--- config.mk ---
export PLATFORM = sky130hd
export DESIGN_NAME = sar_device_flat
export DESIGN_NICKNAME = d
export VERILOG_FILES = /design/src/verilog/sar_pkg.sv /design/src/verilog/sar_link_if.sv /design/src/verilog/sar_device.sv /design/src/flat_wrapper.sv
export SDC_FILE = /design/constraint.sdc
export NUM_CORES = 1
export LEC_CHECK = 0
export BUFFER_PORTS_ARGS = -buffer_cell sky130_fd_sc_hd__buf_2
export CAP_MARGIN = 30
export CORE_ASPECT_RATIO = 0.6
export CORE_MARGIN = 2
export CORE_UTILIZATION = 50
export DETAILED_ROUTE_END_ITERATION = 6
export PLACE_DENSITY = 0.81
export SLEW_MARGIN = 0
export SYNTH_ARGS = -nofsm -noshare
export SYNTH_HDL_FRONTEND = slang
export SYNTH_SLANG_ARGS = --single-unit
--- constraint.sdc ---
create_clock -name ref_clk -period 2.1 [get_ports ref_clk]
set_clock_uncertainty 0.2 [all_clocks]
set_input_delay 0.21 -clock ref_clk [delete_from_list [all_inputs] [get_ports ref_clk]]
set_output_delay 0.21 -clock ref_clk [all_outputs]
set_load 0.005 [all_outputs]
--- src/verilog/sar_pkg.sv ---
package sar_pkg;
  localparam int unsigned FRAME_BITS    = 16;
  localparam int unsigned HOLD_EDGES    = 13;
  localparam int unsigned LAST_EDGE     = 15;
  localparam int unsigned LEAD_ZEROS    = 4;
  localparam int unsigned RES12_BITS    = 12;
  localparam int unsigned RES10_BITS    = 10;
  localparam int unsigned CLK_PERIOD_NS = 20;
  // host timing, then the device counter reset value
  localparam int unsigned QUIET_NS      = 60;
  localparam int unsigned ACQUIRE_NS    = 290;
  localparam int unsigned QUIET_CYC     =
    (QUIET_NS + CLK_PERIOD_NS - 1) / CLK_PERIOD_NS;
  localparam int unsigned ACQUIRE_CYC   =
    (ACQUIRE_NS + CLK_PERIOD_NS - 1) / CLK_PERIOD_NS;
  localparam int unsigned BURST_CLOCKS  = 18;
  localparam int unsigned SCLK_HALF_CYC = 4;
  localparam logic [4:0]  CNT_RESET     = 5'h00;
endpackage : sar_pkg
--- src/verilog/sar_link_if.sv ---
`timescale 1ns/1ps
`default_nettype none
interface sar_link_if;
  logic select_n;
  logic sclk;
  logic serial_result_out;
  logic serial_result_oe;
  logic track;
  modport dev  (input select_n, input sclk,
                output serial_result_out, output serial_result_oe,
                output track);
  modport host (output select_n, output sclk,
                input serial_result_out, input serial_result_oe);
endinterface : sar_link_if
`default_nettype wire

--- src/verilog/sar_device.sv ---
`timescale 1ns/1ps
`default_nettype none
module sar_device #(
  parameter bit TEN_BIT = 1'b0
) (
  input  wire logic        ref_clk,
  input  wire logic        resetn,
  input  wire logic        clk_en,
  input  wire logic [11:0] sample_value,
  output logic             sampled,
  output logic [11:0]      held_value,
  output logic             busy,
  sar_link_if.dev          link
);
  typedef enum logic [1:0] {
    SAR_IDLE_S = 2'b01,
    SAR_CONV_S = 2'b10
  } sar_state_type;

  logic [1:0]  cs_sync_q, ck_sync_q;
  logic        cs_old_q, ck_old_q;
  logic        cs_fall, cs_rise, ck_fall, ck_rise;
  sar_state_type st_q, st_d;
  logic [4:0]  cnt_q, cnt_d;
  logic [15:0] shift_q, shift_d;
  logic        dout_q, dout_d, oe_q, oe_d, trk_q, trk_d;
  logic [11:0] held_q, held_d;
  logic        smp_d, smp_q;

  always_ff @(posedge ref_clk or negedge resetn) begin
    if (!resetn) begin
      cs_sync_q <= 2'b11;
      ck_sync_q <= 2'b00;
      cs_old_q  <= 1'b1;
      ck_old_q  <= 1'b0;
    end else if (clk_en) begin
      cs_sync_q <= {cs_sync_q[0], link.select_n};
      ck_sync_q <= {ck_sync_q[0], link.sclk};
      cs_old_q  <= cs_sync_q[1];
      ck_old_q  <= ck_sync_q[1];
    end
  end

  assign cs_fall = cs_old_q & ~cs_sync_q[1];
  assign cs_rise = ~cs_old_q & cs_sync_q[1];
  assign ck_fall = ck_old_q & ~ck_sync_q[1];
  assign ck_rise = ~ck_old_q & ck_sync_q[1];

  always_comb begin
    st_d    = st_q;
    cnt_d   = cnt_q;
    shift_d = shift_q;
    dout_d  = dout_q;
    oe_d    = oe_q;
    trk_d   = trk_q;
    held_d  = held_q;
    smp_d   = 1'b0;
    case (st_q)
      SAR_IDLE_S: begin
        oe_d = 1'b0;
        if (cs_fall) begin
          st_d   = SAR_CONV_S;
          cnt_d  = sar_pkg::CNT_RESET;
          trk_d  = 1'b0;
          held_d = sample_value;
          smp_d  = 1'b1;
          oe_d   = 1'b1;
          dout_d = 1'b0;
          if (TEN_BIT) begin
            shift_d = {4'h0, sample_value[11:2], 2'h0};
          end else begin
            shift_d = {4'h0, sample_value};
          end
        end
      end
      SAR_CONV_S: begin
        if (cs_rise) begin
          st_d = SAR_IDLE_S;
          oe_d = 1'b0;
          trk_d = 1'b1;
        end else begin
          if (ck_rise && cnt_q >= 5'(sar_pkg::HOLD_EDGES)) begin
            trk_d = 1'b1;
          end
          if (ck_fall) begin
            cnt_d = cnt_q + 5'h01;
            if (cnt_q == 5'(sar_pkg::LAST_EDGE)) begin
              oe_d = 1'b0;
              st_d = SAR_IDLE_S;
            end else begin
              dout_d  = shift_q[14];
              shift_d = {shift_q[14:0], 1'b0};
            end
          end
        end
      end
      default: begin
        st_d = SAR_IDLE_S;
        oe_d = 1'b0;
      end
    endcase
  end

  always_ff @(posedge ref_clk or negedge resetn) begin
    if (!resetn) begin
      st_q    <= SAR_IDLE_S;
      cnt_q   <= sar_pkg::CNT_RESET;
      shift_q <= 16'h0000;
      dout_q  <= 1'b0;
      oe_q    <= 1'b0;
      trk_q   <= 1'b1;
      held_q  <= 12'h000;
      smp_q   <= 1'b0;
    end else if (clk_en) begin
      st_q    <= st_d;
      cnt_q   <= cnt_d;
      shift_q <= shift_d;
      dout_q  <= dout_d;
      oe_q    <= oe_d;
      trk_q   <= trk_d;
      held_q  <= held_d;
      smp_q   <= smp_d;
    end
  end

  assign link.serial_result_out = dout_q;
  assign link.serial_result_oe  = oe_q;
  assign link.track             = trk_q;
  assign sampled                = smp_q;
  assign held_value             = held_q;
  assign busy                   = (st_q == SAR_CONV_S);
endmodule : sar_device
`default_nettype wire

--- src/flat_wrapper.sv ---
// flat-port wrapper written by rule: the top's interface ports become plain ports
module sar_device_flat 
#(
  parameter bit TEN_BIT = 1'b0
)
  (ref_clk, resetn, clk_en, sample_value, sampled, held_value, busy, link_select_n, link_sclk, link_serial_result_out, link_serial_result_oe, link_track);
  sar_link_if link_i ();
  input  wire logic ref_clk;
  input  wire logic resetn;
  input  wire logic clk_en;
  input  wire logic [11:0] sample_value;
  output logic sampled;
  output logic [11:0] held_value;
  output logic busy;
  input wire logic [$bits(link_i.select_n)-1:0] link_select_n;
  input wire logic [$bits(link_i.sclk)-1:0] link_sclk;
  output wire logic [$bits(link_i.serial_result_out)-1:0] link_serial_result_out;
  output wire logic [$bits(link_i.serial_result_oe)-1:0] link_serial_result_oe;
  output wire logic [$bits(link_i.track)-1:0] link_track;
  assign link_i.select_n = link_select_n;
  assign link_i.sclk = link_sclk;
  assign link_serial_result_out = link_i.serial_result_out;
  assign link_serial_result_oe = link_i.serial_result_oe;
  assign link_track = link_i.track;
  sar_device #(.TEN_BIT(TEN_BIT)) u_core (.ref_clk(ref_clk), .resetn(resetn), .clk_en(clk_en), .sample_value(sample_value), .sampled(sampled), .held_value(held_value), .busy(busy), .link(link_i));
endmodule
==> results.yml <==
run_status:
  status: "finished clean"
power:
  p_comb_share_pct: 39.8
  p_leak_uw: 0.00132
  ir_worst_vdd_uv: 671
  clock_power_share_pct: 20.1
  p_sw_uw: 1070
  p_int_uw: 2330
  power_frac_seq_pct: 40.1
  pwr_density_cell_nw_per_um2: 1210
  p_sw_share_pct: 31.4
setup_path:
  startpoint_type: "register"
  path_max_fanout: 6
  crit_required_ns: 2.09
  critPathSlowestCell: "dfstp_2"
  cp.arrival_ns: 2.03
  max_stage_delay_ns: 0.54
  criticalPathCategory: "reg2reg"
  crit_path_end_kind: "register"
  worstPathCellList: "inv_1 > ha_4 > nor2b_4 > a21boi_4 > o21ai_4 > mux2_4"
placed_design:
  dpl.hpwl_um: 2990
  pre_cts_ws_ns: -0.214
  globalplace.congestion: 0.908
  port_buffers: 33
  place_area_um2: 2480
  dp_cells: 272
min_path:
  hp-class: "in2reg"
clocking:
  root_buffer: "clkbuf_8"
  cts.sinks: 44
  cts.path.max_buffers: 2
  path_clk_slew_ns: 0.08
  cts_tree: "built"
  htreeDepth: 2
  numCtsBuffers: 5
  clock_latency_ns: 0.30
route:
  dr.pass1.iters: 4
  avgRoutedWirePerCell_um: 15.8
  ant_nets: 0
  drc: 0
  num_vias: 1555
  drt_iter0_drc: 154
  vias_per_cell: 5.24
  wl_um: 4690
finish:
  fillers: 298
  nNetsFinal: 258
  stdcell_count: 297
  n_antenna_cell: 0
  drive_above_1_share_pct: 48.5
  fin_area_um2: 2810
  syn_to_final_growth_pct: 32.2
grt:
  grt_max_degree: 24
  grt_pass1_vias: 1513
  grt_pass1_wl_um: 7750
  grt_antenna_before_repair: 0
  gr-total-overflow: 0
  globalRouteTotalUtil_pct: 21.7
timing:
  setup_ws_ns: 0.0545
  holdWs_ns: 0.0913
  final.min_clock_period_ns: 2.05
  setup-violations-final: 0
  report.final.slew_viol_count: 0
  finalHoldViolCount: 0
  max-slew-margin-rel_pct: 62.4
  fin_crit_sh_pct: 97.4
  max_slew.worst_pin.slew_ns: 0.564
  fmax_ghz: 0.489
  finalSetupTns_ns: 0
synthesis:
  avgSynthCellArea_um2: 12.6
  ys_warn_count: 0
  syn_inst: 168
  yosysSeqAreaShare_pct: 52.2
  synth-edff-count: 0
  synth.most_common_cell: "dfrtp_1"
  syn_area_um2: 2120
  synthArstFlopShare_pct: 100
  netlist_top_cells_area: "dfrtp_1 (46%), mux2_2 (16%), mux2_4 (6.4%), dfstp_2 (6.2%), ha_1 (2.9%)"
  synth_common_cells: "dfrtp_1 (39), mux2_2 (30), nand2_1 (12)"
  syn-num-nets: 190
  synth_top_area_cell: "dfrtp_1"
  ys_ff_latch: 44
  synth-main-ff-cell: "dfrtp_1"
  synth.distinct_cells: 40
  netlist.area_leader.share_pct: 46.0
floorplanning:
  ios: 34
  rows: 18
  die-area_um2: 4800
  die_height_um: 54.5
  die_width_um: 88.1
  initial_core_util_pct: 51.8
  core_region_area_um2: 4100
flow_run:
  drv_cap: 0
## cell families after synthesis
family	share of synthesized area (%)
DFF	52.2
and+or+nand+nor	10.4
muxes	22.3
AOI/OAI and AO/OA	9.25
buffers and inverters	2.95
adders and majority gates	2.95
## layout make-up
cell class / instances / area (µm²) / share of cell area [%]
flip-flops and latches: 44 / 1110 / 39.4
repair buffers: 66 / 463 / 16.5
multi-input cells: 111 / 1010 / 36.0
inverters: 8 / 30.0 / 1.07
well taps: 60 / 75.1 / 2.67
clock buffers: 6 / 82.6 / 2.94
clock inverters: 2 / 38.8 / 1.38
## worst paths after layout
check / start / to / slack (ns) / depth (start not counted)
setup / recovery: u_core.st_q[0]$_DFFE_PN1P_ / u_core.shift_q[11]$_DFFE_PN0P_ / 0.05 / 6
hold / removal: clk_en / u_core.ck_sync_q[1]$_DFFE_PN0P_ / 0.09 / 3
setup reg to reg: u_core.st_q[0]$_DFFE_PN1P_ / u_core.shift_q[11]$_DFFE_PN0P_ / 0.05 / 6
hold reg to reg: u_core.ck_sync_q[0]$_DFFE_PN0P_ / u_core.ck_sync_q[1]$_DFFE_PN0P_ / 0.30 / 2
max in group asynchronous: resetn / u_core.cs_sync_q[1]$_DFFE_PN1P_ / 0.87 / 3
min in group asynchronous: resetn / u_core.shift_q[9]$_DFFE_PN0P_ / 0.25 / 2
## through the flow
stage	power (µW)	util, %
after floorplan	2160	-
after global placement	2520	60.5
after detailed placement	2570	60.5
after CTS	3320	67.7
after global routing	3610	68.5
final	3390	68.5
## sequential cells by signal, indices dropped and copies added (netlist names), 2 cells and up
name / cells
u_core.cs_sync_q: 2
u_core.cnt_q: 5
u_core.shift_q: 15
u_core.st_q: 2
u_core.ck_sync_q: 2
u_core.held_value: 12
## metal layers
| metal | global-route usage [%] | vias to the layer above | routed length (µm) |
|---|---|---|---|
| met1 | 33.0 | 761 | 2330 |
| met2 | 31.3 | 43 | 2130 |
| met4 | 6.31 | 0 | 42 |
| met3 | 4.83 | 4 | 188 |
| met5 | 0 | - | 0 |
| li1 | - | 747 | - |
## worst max-delay path: cells and delay by family (launching register included)
kind	cells	cell delay (ns)
adder cells (fa/ha/maj)	1	0.23
flip-flops	1	0.54
multiplexers	1	0.32
AND/OR/NAND/NOR	1	0.12
AO/OA/AOI/OAI	2	0.43
buffers and inverters	1	0.08
## power groups by stage
stage          sequential, µW  clock (µW)  combinational (µW)
3_3_place_gp             1340           0                1170
6_report                 1360         683                1350
5_1_grt                  1390         736                1480
2_1_floorplan            1350           0                 811
3_5_place_dp             1360           0                1210
4_1_cts                  1350         692                1280
## repair_timing
item,CTS,global route
pin swaps,1,1
setup buffers,0,1
endpoints found under the hold margin,36,0
resized for setup,3,3
endpoints found under the setup margin,13,17
cloned,1,0
hold buffers,15,0
## cells in the final DEF, fill, tap and decap left out, drive strengths merged, types with 2 or more instances in the layout
master	count
ha	5
nand2	12
o31ai	2
nor4	3
and3	3
dfstp	5
dfrtp	39
o21ai	8
a211o	2
a2bb2oi	2
o221ai	2
mux2	39
inv	8
dlygate4sd3	15
nand3	5
a21oi	3
o41ai	2
nor2	3
o211ai	2
buf	51
nor2b	4
nor3	3
nand2b	2
clkbuf	6
Power figures use the tool's default switching activity.
